## config.mk

```make
export PLATFORM = sky130hd
export DESIGN_NAME = ad_dma_core
export DESIGN_NICKNAME = d
export VERILOG_FILES = /design/src/logic/ad_pkg.sv /design/src/logic/ad_sample_packer.sv /design/src/logic/ad_sample_unpacker.sv /design/src/logic/ad_dma_core.sv
export SDC_FILE = /design/constraint.sdc
export NUM_CORES = 1
export LEC_CHECK = 0
export BUFFER_PORTS_ARGS = -buffer_cell sky130_fd_sc_hd__buf_2
export CAP_MARGIN = 20
export CORE_AREA = 4 4 190 192
export DETAILED_ROUTE_END_ITERATION = 7
export DIE_AREA = 0 0 194 196
export SYNTH_ARGS = -nofsm -noshare
export SYNTH_HDL_FRONTEND = slang
export SYNTH_SLANG_ARGS = --single-unit
```

## constraint.sdc

```tcl
create_clock -name CLK -period 3.86 [get_ports CLK]
set_input_delay 0.193 -clock CLK [delete_from_list [all_inputs] [get_ports CLK]]
set_output_delay 0.193 -clock CLK [all_outputs]
set_load 0.02 [all_outputs]
```

## src/logic/ad_pkg.sv

```systemverilog
package ad_pkg;

  // Register byte offsets
  localparam logic [11:0] ADDR_CTRL = 12'h010;
  localparam logic [11:0] ADDR_PLAY_NEXT = 12'h014;
  localparam logic [11:0] ADDR_REC_NEXT = 12'h018;
  localparam logic [11:0] ADDR_REC_CUR = 12'h01c;
  localparam logic [11:0] ADDR_STATUS = 12'h020;

  // Status field positions
  localparam int STAT_IE_BIT = 31;
  localparam int STAT_PN_BIT = 9;
  localparam int STAT_PC_BIT = 8;
  localparam int STAT_RN_BIT = 1;
  localparam int STAT_RC_BIT = 0;

  // Control field positions
  localparam int CTRL_RUN_BIT = 0;
  localparam int CTRL_STEREO_BIT = 1;
  localparam int CTRL_LINEAR_BIT = 2;

  // Page geometry
  localparam int PAGE_OFS_BITS = 12;
  localparam logic [11:0] PAGE_LAST_WORD = 12'hffc;
  localparam logic [31:0] WORD_STEP = 32'h0000_0004;

  // Reset values
  localparam logic PN_RESET = 1'b1;
  localparam logic PC_RESET = 1'b0;
  localparam logic RN_RESET = 1'b1;
  localparam logic RC_RESET = 1'b0;
  localparam logic IE_RESET = 1'b0;
  localparam logic [31:0] PTR_RESET = 32'h0000_0000;

  typedef struct packed {
    logic [15:0] left;
    logic [15:0] right;
  } ad_smp_t;

  typedef struct packed {
    logic stereo;
    logic linear;
  } ad_fmt_t;

  typedef enum logic [1:0] {
    MEM_IDLE = 2'b00,
    MEM_WRITE = 2'b01,
    MEM_READ = 2'b10
  } ad_mem_state_t;

endpackage : ad_pkg

```

## src/logic/ad_sample_packer.sv

```systemverilog
module ad_sample_packer (
  // Clock and reset
  input wire logic clk,
  input wire logic rst_n,
  // Control
  input wire ad_pkg::ad_fmt_t fmt,
  input wire logic clear,
  // Sample side
  input wire logic smp_valid,
  input wire ad_pkg::ad_smp_t smp,
  output logic smp_ready,
  // Word side
  output logic word_valid,
  output logic [31:0] word,
  input wire logic word_ready
);
  logic [31:0] word_reg;
  logic [2:0] fill_reg;
  logic full_reg;
  logic [2:0] nb;
  logic accept;

  always_comb begin
    case ({fmt.linear, fmt.stereo})
      2'b00: nb = 3'd1;
      2'b11: nb = 3'd4;
      default: nb = 3'd2;
    endcase
  end

  assign smp_ready = !full_reg;
  assign word_valid = full_reg;
  assign word = word_reg;
  assign accept = smp_valid && smp_ready;

  // Shifting left keeps the earliest sample in the top lanes
  always_ff @(posedge clk or negedge rst_n) begin
    if (!rst_n) begin
      word_reg <= 32'h0000_0000;
      fill_reg <= 3'd0;
      full_reg <= 1'b0;
    end else if (clear) begin
      fill_reg <= 3'd0;
      full_reg <= 1'b0;
    end else if (word_valid && word_ready) begin
      fill_reg <= 3'd0;
      full_reg <= 1'b0;
    end else if (accept) begin
      case ({fmt.linear, fmt.stereo})
        2'b00: word_reg <= {word_reg[23:0], smp.left[7:0]};
        2'b01: word_reg <= {word_reg[15:0], smp.left[7:0], smp.right[7:0]};
        2'b10: word_reg <= {word_reg[15:0], smp.left};
        default: word_reg <= {smp.left, smp.right};
      endcase
      fill_reg <= fill_reg + nb;
      full_reg <= (fill_reg + nb) == 3'd4;
    end
  end

  st16_word_a: assert property (@(posedge clk) disable iff (!rst_n)
    accept && !clear && fmt.linear && fmt.stereo |=> word_valid && word == $past(smp))
    else $error("16-bit stereo sample not packed left above right");

  mono8_cov: cover property (@(posedge clk) disable iff (!rst_n)
    !fmt.linear && !fmt.stereo && word_valid);

endmodule : ad_sample_packer

```

## src/logic/ad_sample_unpacker.sv

```systemverilog
module ad_sample_unpacker (
  // Clock and reset
  input wire logic clk,
  input wire logic rst_n,
  // Control
  input wire ad_pkg::ad_fmt_t fmt,
  input wire logic clear,
  // Word side
  input wire logic word_valid,
  input wire logic [31:0] word,
  output logic word_ready,
  // Sample side
  output logic smp_valid,
  output ad_pkg::ad_smp_t smp,
  input wire logic smp_ready
);
  logic [31:0] word_reg;
  logic [2:0] left_reg;

  assign word_ready = left_reg == 3'd0;
  assign smp_valid = left_reg != 3'd0;

  // 8-bit codes sit in the low byte of each lane; mono repeats on both lanes
  always_comb begin
    case ({fmt.linear, fmt.stereo})
      2'b00: smp = '{left: {8'h00, word_reg[31:24]}, right: {8'h00, word_reg[31:24]}};
      2'b01: smp = '{left: {8'h00, word_reg[31:24]}, right: {8'h00, word_reg[23:16]}};
      2'b10: smp = '{left: word_reg[31:16], right: word_reg[31:16]};
      default: smp = '{left: word_reg[31:16], right: word_reg[15:0]};
    endcase
  end

  always_ff @(posedge clk or negedge rst_n) begin
    if (!rst_n) begin
      word_reg <= 32'h0000_0000;
      left_reg <= 3'd0;
    end else if (clear) begin
      left_reg <= 3'd0;
    end else if (word_valid && word_ready) begin
      word_reg <= word;
      left_reg <= 3'd4;
    end else if (smp_valid && smp_ready) begin
      case ({fmt.linear, fmt.stereo})
        2'b00: begin
          word_reg <= {word_reg[23:0], 8'h00};
          left_reg <= left_reg - 3'd1;
        end
        2'b11: begin
          left_reg <= 3'd0;
        end
        default: begin
          word_reg <= {word_reg[15:0], 16'h0000};
          left_reg <= (left_reg > 3'd2) ? 3'd2 : 3'd0;
        end
      endcase
    end
  end

endmodule : ad_sample_unpacker

```

## src/logic/ad_dma_core.sv

```systemverilog
// Local design decision: register access over APB.
module ad_dma_core (
  // Clock and reset
  input wire logic CLK,
  input wire logic ARST_N,
  // APB slave
  input wire logic PSEL,
  input wire logic PENABLE,
  input wire logic PWRITE,
  input wire logic [11:0] PADDR,
  input wire logic [31:0] PWDATA,
  input wire logic [3:0] PSTRB,
  output logic [31:0] PRDATA,
  output logic PREADY,
  output logic PSLVERR,
  // Interrupt
  output logic IRQ,
  // Memory write port
  output logic MEM_WR_REQ,
  output logic [31:0] MEM_WR_ADDR,
  output logic [31:0] MEM_WR_DATA,
  input wire logic MEM_WR_ACK,
  // Memory read port
  output logic MEM_RD_REQ,
  output logic [31:0] MEM_RD_ADDR,
  input wire logic [31:0] MEM_RD_DATA,
  input wire logic MEM_RD_ACK,
  // Record samples from codec
  input wire logic REC_SMP_VALID,
  input wire ad_pkg::ad_smp_t REC_SMP,
  output logic REC_SMP_READY,
  // Playback samples to codec
  output logic PLY_SMP_VALID,
  output ad_pkg::ad_smp_t PLY_SMP,
  input wire logic PLY_SMP_READY
);

  logic [2:0] ctrl_reg;
  logic run_q_reg;
  logic [31:0] play_next_reg;
  logic [31:0] rec_next_reg;
  logic [31:0] play_cur_reg;
  logic [31:0] rec_cur_reg;
  logic ie_reg;
  logic pn_reg;
  logic pc_reg;
  logic rn_reg;
  logic rc_reg;
  logic [31:0] prdata_reg;
  ad_pkg::ad_mem_state_t state_reg;
  ad_pkg::ad_mem_state_t state_next;

  logic run;
  logic start;
  logic stopped;
  ad_pkg::ad_fmt_t fmt;
  logic wr_access;
  logic rd_setup;
  logic mapped;
  logic [31:0] rd_mux;
  logic wr_ctrl;
  logic wr_play_next;
  logic wr_rec_next;
  logic wr_rec_cur;
  logic wr_status;
  logic rec_done;
  logic play_done;
  logic rec_wrap;
  logic play_wrap;
  logic pk_word_valid;
  logic [31:0] pk_word;
  logic up_word_ready;
  logic up_smp_valid;
  logic [31:0] page_mask;

  function automatic logic [31:0] merge(input logic [31:0] old, input logic [31:0] wdata,
                                        input logic [3:0] strb);
    logic [31:0] res;
    res = old;
    for (int i = 0; i < 4; i++) begin
      if (strb[i]) begin
        res[i*8 +: 8] = wdata[i*8 +: 8];
      end
    end
    return res;
  endfunction : merge

  assign run = ctrl_reg[ad_pkg::CTRL_RUN_BIT];
  assign fmt = '{stereo: ctrl_reg[ad_pkg::CTRL_STEREO_BIT], linear: ctrl_reg[ad_pkg::CTRL_LINEAR_BIT]};
  assign start = run && !run_q_reg;
  assign stopped = !run && state_reg == ad_pkg::MEM_IDLE;

  // APB decode; zero wait states, so writes land on the access edge
  assign wr_access = PSEL && PENABLE && PWRITE;
  assign rd_setup = PSEL && !PENABLE && !PWRITE;
  assign wr_ctrl = wr_access && PADDR == ad_pkg::ADDR_CTRL;
  assign wr_play_next = wr_access && PADDR == ad_pkg::ADDR_PLAY_NEXT;
  assign wr_rec_next = wr_access && PADDR == ad_pkg::ADDR_REC_NEXT;
  assign wr_rec_cur = wr_access && PADDR == ad_pkg::ADDR_REC_CUR;
  assign wr_status = wr_access && PADDR == ad_pkg::ADDR_STATUS;

  always_comb begin
    mapped = 1'b1;
    case (PADDR)
      ad_pkg::ADDR_CTRL: rd_mux = {29'h0000_0000, ctrl_reg};
      ad_pkg::ADDR_PLAY_NEXT: rd_mux = play_next_reg;
      ad_pkg::ADDR_REC_NEXT: rd_mux = rec_next_reg;
      ad_pkg::ADDR_REC_CUR: rd_mux = rec_cur_reg;
      ad_pkg::ADDR_STATUS: rd_mux = {ie_reg, 21'h00_0000, pn_reg, pc_reg, 6'h00, rn_reg, rc_reg};
      default: begin
        rd_mux = 32'h0000_0000;
        mapped = 1'b0;
      end
    endcase
  end

  assign PREADY = 1'b1;
  assign PSLVERR = PSEL && PENABLE && !mapped;
  assign PRDATA = prdata_reg;

  // Whole word snapped in one cycle, so a single read is coherent
  always_ff @(posedge CLK or negedge ARST_N) begin
    if (!ARST_N) begin
      prdata_reg <= 32'h0000_0000;
    end else if (rd_setup) begin
      prdata_reg <= rd_mux;
    end
  end

  always_ff @(posedge CLK or negedge ARST_N) begin
    if (!ARST_N) begin
      ctrl_reg <= 3'b000;
      run_q_reg <= 1'b0;
    end else begin
      run_q_reg <= run;
      if (wr_ctrl && PSTRB[0]) begin
        ctrl_reg <= PWDATA[2:0];
      end
    end
  end

  always_ff @(posedge CLK or negedge ARST_N) begin
    if (!ARST_N) begin
      ie_reg <= ad_pkg::IE_RESET;
    end else if (wr_status && PSTRB[3]) begin
      ie_reg <= PWDATA[ad_pkg::STAT_IE_BIT];
    end
  end

  // Next-page registers hold page bases only
  assign page_mask = {{(32 - ad_pkg::PAGE_OFS_BITS){1'b1}}, {ad_pkg::PAGE_OFS_BITS{1'b0}}};

  always_ff @(posedge CLK or negedge ARST_N) begin
    if (!ARST_N) begin
      play_next_reg <= ad_pkg::PTR_RESET;
      rec_next_reg <= ad_pkg::PTR_RESET;
    end else begin
      if (wr_play_next) begin
        play_next_reg <= merge(play_next_reg, PWDATA, PSTRB) & page_mask;
      end
      if (wr_rec_next) begin
        rec_next_reg <= merge(rec_next_reg, PWDATA, PSTRB) & page_mask;
      end
    end
  end

  // Memory sequencer; record has priority so the codec never overruns
  assign rec_done = state_reg == ad_pkg::MEM_WRITE && MEM_WR_ACK;
  assign play_done = state_reg == ad_pkg::MEM_READ && MEM_RD_ACK;
  assign rec_wrap = rec_done && rec_cur_reg[11:0] == ad_pkg::PAGE_LAST_WORD;
  assign play_wrap = play_done && play_cur_reg[11:0] == ad_pkg::PAGE_LAST_WORD;

  always_comb begin
    state_next = state_reg;
    case (state_reg)
      ad_pkg::MEM_IDLE: begin
        if (run && !start && pk_word_valid) begin
          state_next = ad_pkg::MEM_WRITE;
        end else if (run && !start && up_word_ready) begin
          state_next = ad_pkg::MEM_READ;
        end
      end
      ad_pkg::MEM_WRITE: begin
        if (MEM_WR_ACK) begin
          state_next = ad_pkg::MEM_IDLE;
        end
      end
      ad_pkg::MEM_READ: begin
        if (MEM_RD_ACK) begin
          state_next = ad_pkg::MEM_IDLE;
        end
      end
      default: state_next = ad_pkg::MEM_IDLE;
    endcase
  end

  always_ff @(posedge CLK or negedge ARST_N) begin
    if (!ARST_N) begin
      state_reg <= ad_pkg::MEM_IDLE;
    end else begin
      state_reg <= state_next;
    end
  end

  assign MEM_WR_REQ = state_reg == ad_pkg::MEM_WRITE;
  assign MEM_RD_REQ = state_reg == ad_pkg::MEM_READ;
  assign MEM_WR_ADDR = {rec_cur_reg[31:2], 2'b00};
  assign MEM_RD_ADDR = {play_cur_reg[31:2], 2'b00};
  assign MEM_WR_DATA = pk_word;

  // A test write to the current pointer overrides the sequencer
  always_ff @(posedge CLK or negedge ARST_N) begin
    if (!ARST_N) begin
      rec_cur_reg <= ad_pkg::PTR_RESET;
    end else if (wr_rec_cur) begin
      rec_cur_reg <= merge(rec_cur_reg, PWDATA, PSTRB);
    end else if (start || rec_wrap) begin
      rec_cur_reg <= rec_next_reg;
    end else if (rec_done) begin
      rec_cur_reg <= rec_cur_reg + ad_pkg::WORD_STEP;
    end
  end

  always_ff @(posedge CLK or negedge ARST_N) begin
    if (!ARST_N) begin
      play_cur_reg <= ad_pkg::PTR_RESET;
    end else if (start || play_wrap) begin
      play_cur_reg <= play_next_reg;
    end else if (play_done) begin
      play_cur_reg <= play_cur_reg + ad_pkg::WORD_STEP;
    end
  end

  // Set beats clear when a page ends on the same edge as the write
  always_ff @(posedge CLK or negedge ARST_N) begin
    if (!ARST_N) begin
      pn_reg <= ad_pkg::PN_RESET;
    end else if (start || play_wrap) begin
      pn_reg <= 1'b1;
    end else if (wr_play_next) begin
      pn_reg <= 1'b0;
    end
  end

  always_ff @(posedge CLK or negedge ARST_N) begin
    if (!ARST_N) begin
      rn_reg <= ad_pkg::RN_RESET;
    end else if (start || rec_wrap) begin
      rn_reg <= 1'b1;
    end else if (wr_rec_next) begin
      rn_reg <= 1'b0;
    end
  end

  // Both directions share one run bit, so the active flags move together
  always_ff @(posedge CLK or negedge ARST_N) begin
    if (!ARST_N) begin
      pc_reg <= ad_pkg::PC_RESET;
      rc_reg <= ad_pkg::RC_RESET;
    end else if (start) begin
      pc_reg <= 1'b1;
      rc_reg <= 1'b1;
    end else if (stopped) begin
      pc_reg <= 1'b0;
      rc_reg <= 1'b0;
    end
  end

  // Either request is enough, so a late record request interrupts again
  assign IRQ = ie_reg && (pn_reg || rn_reg);

  // Partial words are dropped on stop; samples are moved as raw two's complement
  ad_sample_packer u_packer (
    .clk(CLK),
    .rst_n(ARST_N),
    .fmt(fmt),
    .clear(!run),
    .smp_valid(REC_SMP_VALID),
    .smp(REC_SMP),
    .smp_ready(REC_SMP_READY),
    .word_valid(pk_word_valid),
    .word(pk_word),
    .word_ready(rec_done)
  );

  ad_sample_unpacker u_unpacker (
    .clk(CLK),
    .rst_n(ARST_N),
    .fmt(fmt),
    .clear(!run),
    .word_valid(play_done),
    .word(MEM_RD_DATA),
    .word_ready(up_word_ready),
    .smp_valid(up_smp_valid),
    .smp(PLY_SMP),
    .smp_ready(PLY_SMP_READY)
  );

  assign PLY_SMP_VALID = up_smp_valid && run;

  rec_next_low_a: assert property (@(posedge CLK) disable iff (!ARST_N)
    wr_rec_next |=> rec_next_reg[11:0] == 12'h000)
    else $error("record next page low bits not zero");

  rec_adv_a: assert property (@(posedge CLK) disable iff (!ARST_N)
    rec_done && !rec_wrap && !wr_rec_cur && !start |=> rec_cur_reg == $past(rec_cur_reg) + 32'h0000_0004)
    else $error("record pointer did not advance one word");

  rec_wrap_a: assert property (@(posedge CLK) disable iff (!ARST_N)
    rec_wrap && !wr_rec_cur |=> rec_cur_reg == $past(rec_next_reg) && rn_reg)
    else $error("record page end did not load next page");

  pn_clear_a: assert property (@(posedge CLK) disable iff (!ARST_N)
    wr_play_next && !play_wrap && !start |=> !pn_reg ##1 (pn_reg == $past(play_wrap || start)))
    else $error("playback request not cleared by write");

  rn_clear_a: assert property (@(posedge CLK) disable iff (!ARST_N)
    wr_rec_next && !rec_wrap && !start |=> !rn_reg)
    else $error("record request not cleared by write");

  active_pair_a: assert property (@(posedge CLK) disable iff (!ARST_N)
    $rose(run) |=> rc_reg && pc_reg && rn_reg && pn_reg)
    else $error("start did not raise active and request flags");

  active_stop_a: assert property (@(posedge CLK) disable iff (!ARST_N)
    !run && !MEM_WR_REQ && !MEM_RD_REQ |=> !rc_reg && !pc_reg)
    else $error("active flags linger after stop");

  irq_gate_a: assert property (@(posedge CLK) disable iff (!ARST_N)
    $fell(ie_reg) |-> !IRQ)
    else $error("interrupt not gated by enable");

  irq_late_a: assert property (@(posedge CLK) disable iff (!ARST_N)
    ie_reg && !pn_reg && $rose(rn_reg) |-> IRQ)
    else $error("late record request gave no interrupt");

  word_align_a: assert property (@(posedge CLK) disable iff (!ARST_N)
    MEM_WR_REQ && !MEM_WR_ACK |=> MEM_WR_REQ && MEM_WR_ADDR[1:0] == 2'b00 && $stable(MEM_WR_DATA))
    else $error("memory write not held or unaligned");

  rec_wrap_c: cover property (@(posedge CLK) disable iff (!ARST_N) rec_wrap);
  play_wrap_c: cover property (@(posedge CLK) disable iff (!ARST_N) play_wrap);
  irq_rise_c: cover property (@(posedge CLK) disable iff (!ARST_N) $rose(IRQ));
  set_clear_c: cover property (@(posedge CLK) disable iff (!ARST_N) rec_wrap && wr_rec_next);

endmodule : ad_dma_core

```

==> results.rst <==
.. list-table::
   :header-rows: 1

   * - Metric
     - Value
   * - Final cycle utilization of the critical path
     - 81.33%
   * - Most used DFF post-synth
     - sky130_fd_sc_hd__dfrtp_1
   * - Half-perimeter wire length after placement
     - 29630 µm
   * - Fmax
     - 318.5 MHz
   * - Flop and latch count out of synthesis
     - 215
   * - Number of core rows
     - 68
   * - Synthesized area divided by synthesized cell count
     - 9.016 µm²
   * - Startpoint-to-endpoint class of the critical path
     - reg2out
   * - Number of antenna violations at the first check in global routing
     - 2
   * - Routed wire length per instance
     - 19.94 µm
   * - Floorplan die width
     - 194 µm
   * - Leakage power
     - 0.007482 µW
   * - Number of failing setup endpoints in the final timing report
     - 0
   * - Depth of the CTS H-tree
     - 1
   * - Synthesized instance count
     - 1326
   * - Final-layout setup total negative slack
     - 0 ns
   * - Die extent in y
     - 196 µm
   * - Worst-case setup slack after placement
     - 1.131 ns
   * - Worst-margin pin slew
     - 1.041 ns
   * - Tot GR Track Use
     - 21.36%
   * - Clock sink total
     - 215
   * - Buffer type at the clock tree root
     - sky130_fd_sc_hd__clkbuf_16
   * - Buf+Inv Stages, Crit Path
     - 2
   * - Share of synthesized area occupied by flip-flops and latches
     - 45.02%
   * - Critical Path Source
     - ctrl_reg[2]
   * - Worst hold slack
     - 0.01583 ns
   * - Commonest cells in the netlist
     - 213 x sky130_fd_sc_hd__dfrtp_1, 177 x sky130_fd_sc_hd__nand2_1, 135 x sky130_fd_sc_hd__o21ai_0, 92 x sky130_fd_sc_hd__nor2_1, 89 x sky130_fd_sc_hd__a21oi_1
   * - Pwr dens
     - 326.6 nW/µm²
   * - TritonRoute pass-1 iters
     - 8
   * - Arrival @ worst endpoint
     - 2.95 ns
   * - DRC violation count after routing
     - 0
   * - Area of the mapped netlist
     - 11960 µm²
   * - Violation count after the first detailed-route iteration
     - 946
   * - Post-synthesis to final-layout area growth
     - 29.26%
   * - TritonCTS clock tree
     - yes
   * - CP max stage cell
     - sky130_fd_sc_hd__dfrtp_1
   * - Routed Antenna Nets
     - 0
   * - Count of synthesis-stage warnings from yosys
     - 0
   * - Cell type with the highest aggregate area in the netlist
     - sky130_fd_sc_hd__dfrtp_1
   * - Maximum clock skew at final layout
     - 0.02101 ns
   * - TritonCTS buffer count
     - 26
   * - CP Depth
     - 6
   * - # IOs
     - 288
   * - Top cells by area, synth
     - sky130_fd_sc_hd__dfrtp_1 45%, sky130_fd_sc_hd__o21ai_0 5.7%, sky130_fd_sc_hd__nand2_1 5.6%
   * - Number of nets in the finished design
     - 1773
   * - Largest net degree at the start of global routing
     - 113
   * - Type of destination of the critical path
     - primary output
   * - Result of the run
     - completed
   * - Aggregate global routing overflow
     - 0
   * - Final Critical Period
     - 3.139 ns
   * - CP delay by family, top
     - flip-flops
   * - Max Root-Sink Buffers
     - 3
   * - Number of filler instances in the final layout
     - 3354
   * - Clk Latency, worst-skew pair
     - 0.53 ns
   * - Effective utilization at floorplan
     - 34.78%
   * - Async SR Flop Fraction
     - 100.0%
   * - Post-detailed-routing wire length
     - 42190 µm
   * - Unrepaired setup endpoints after global routing
     - false
   * - Startpoint of the lowest-slack register-to-register path
     - ctrl_reg[2]
   * - Hold Crit Class
     - in2reg
   * - Peak supply drop
     - 0.0002780 V
   * - Gates resized, CTS repair
     - 0
   * - Setup slack of the critical path after layout
     - 0.7208 ns
   * - CP peak stage delay
     - 0.76 ns
   * - CP required
     - 3.67 ns
   * - Largest fanout of any net on the critical path
     - 24
   * - Worst Hold Launch
     - PWDATA[4]
   * - Startpoint kind of the worst setup timing path
     - flop
   * - Cell depth of the worst flop-to-flop path
     - 8
   * - Synth top area share
     - 44.58%
   * - Max-cap violations
     - 0
   * - Vias in the first global route
     - 11490
   * - Worst setup path endpoint
     - PLY_SMP[2]
   * - List of cells traversed by the critical path
     - inv_1 > ha_1 > or2_2 > a22oi_1 > o21ai_0 > buf_2
   * - Global placer's final weighted congestion
     - 0.8938
   * - Die Area
     - 38020 µm²
   * - Worst R2R Setup Slack
     - 1.03 ns
   * - Floorplan Core Area
     - 34370 µm²
   * - Number of input and output port buffers inserted
     - 282
   * - Post-synth EDFFs
     - 0
   * - Post-detailed-route via-to-cell ratio
     - 5.448
   * - Library cell with the highest instance count after synthesis
     - sky130_fd_sc_hd__dfrtp_1
   * - Worst reg2reg path endpoint
     - u_packer.word[2]
   * - Wire length of the first global-routing pass
     - 66430 µm
   * - Max-slew violations
     - 0
   * - Vias after detailed routing
     - 11530
   * - Max transition margin
     - 30.53%
   * - Ratio of cells with drive above 1 in the final layout
     - 25.00%
   * - Count of endpoints failing hold in the final timing report
     - 0
   * - Number of library cell types mapped by synthesis
     - 73
   * - Clock slew seen by the registers of the worst setup and hold paths
     - 0.06 ns
   * - Setup Buffers After CTS
     - 0
repair_timing:
action                                  CTS  global route
endpoints found under the setup margin    0             0
endpoints found under the hold margin   233             0
hold buffers                            103             0
layout by cell type (no fill, tap or decap), drive strengths merged, types with 43 or more instances in the layout:
master,n
nor2,92
nand2,177
a21oi,89
dlygate4sd3,103
nand3,48
clkbuf,43
buf,305
o21ai,145
a22oi,57
mux2,53
dfrtp,213
cells by family after synthesis:
group	after synthesis	synth area share, %
and+or+nand+nor	463	18.73
AOI/OAI and AO/OA	383	19.90
DFF	215	45.02
buffers and inverters	145	5.903
muxes	71	6.499
xor gates and xnor gates	35	2.564
adders and majority gates	12	1.319
other	2	0.06282
through the flow:
step | total power [µW] | instances | util [%] | cell area [µm²]
finish | 5048 | 2116 | 44.96 | 15450
global route | 5219 | 2116 | 44.96 | 15450
CTS | 5123 | 2115 | 44.95 | 15450
detailed placement | 2493 | 1964 | 39.36 | 13530
global placement | 2493 | 1964 | 39.36 | 13530
floorplan | 2342 | 1329 | - | 11970
how the worst min path moves through the flow:
stage / endpoint / slack, ns / cells past startpoint
4_1_cts: u_packer.word[4] / 0.0008 / 3
3_5_place_dp: u_packer.word[21] / 0.35 / 1
2_1_floorplan: PRDATA[0] / -0.10 / 0
6_report: rec_cur_reg[4] / 0.02 / 3
5_1_grt: u_packer.word[4] / 0.01 / 3
3_3_place_gp: u_packer.word[21] / 0.34 / 1
layout make-up:
cell class	instances	area (µm²)	area share [%]
multi-input combinational	969	5907	38.22
sequential	215	5383	34.83
timing repair buffer	408	2625	16.99
clock buffer	43	835.8	5.408
tap	455	569.3	3.684
inverter	20	75.07	0.4858
clock inverter	5	56.30	0.3643
antenna	1	2.502	0.01619
power by group:
| part | switching [µW] | internal [µW] | leakage (µW) |
|---|---|---|---|
| logic | 143 | 131 | 0.00405 |
| registers | 6.05 | 2260 | 0.00300 |
| clock network | 975 | 1540 | 0.000438 |
| total | 1120 | 3920 | 0.00748 |
per-layer routing:
metal | wire length [µm] | vias up | track usage [%]
met3 | 2697 | 109 | 3.280
met1 | 18790 | 5535 | 30.21
li1 | - | 5387 | -
met2 | 19100 | 498 | 33.18
met4 | 1599 | 0 | 8.151
met5 | 0 | - | 0
worst min-delay path: stages:
cell                      delay [ns]
sky130_fd_sc_hd__buf_2          0.08
sky130_fd_sc_hd__a32oi_1        0.05
sky130_fd_sc_hd__o21ai_0        0.17
(Power assumes the default switching activity.)
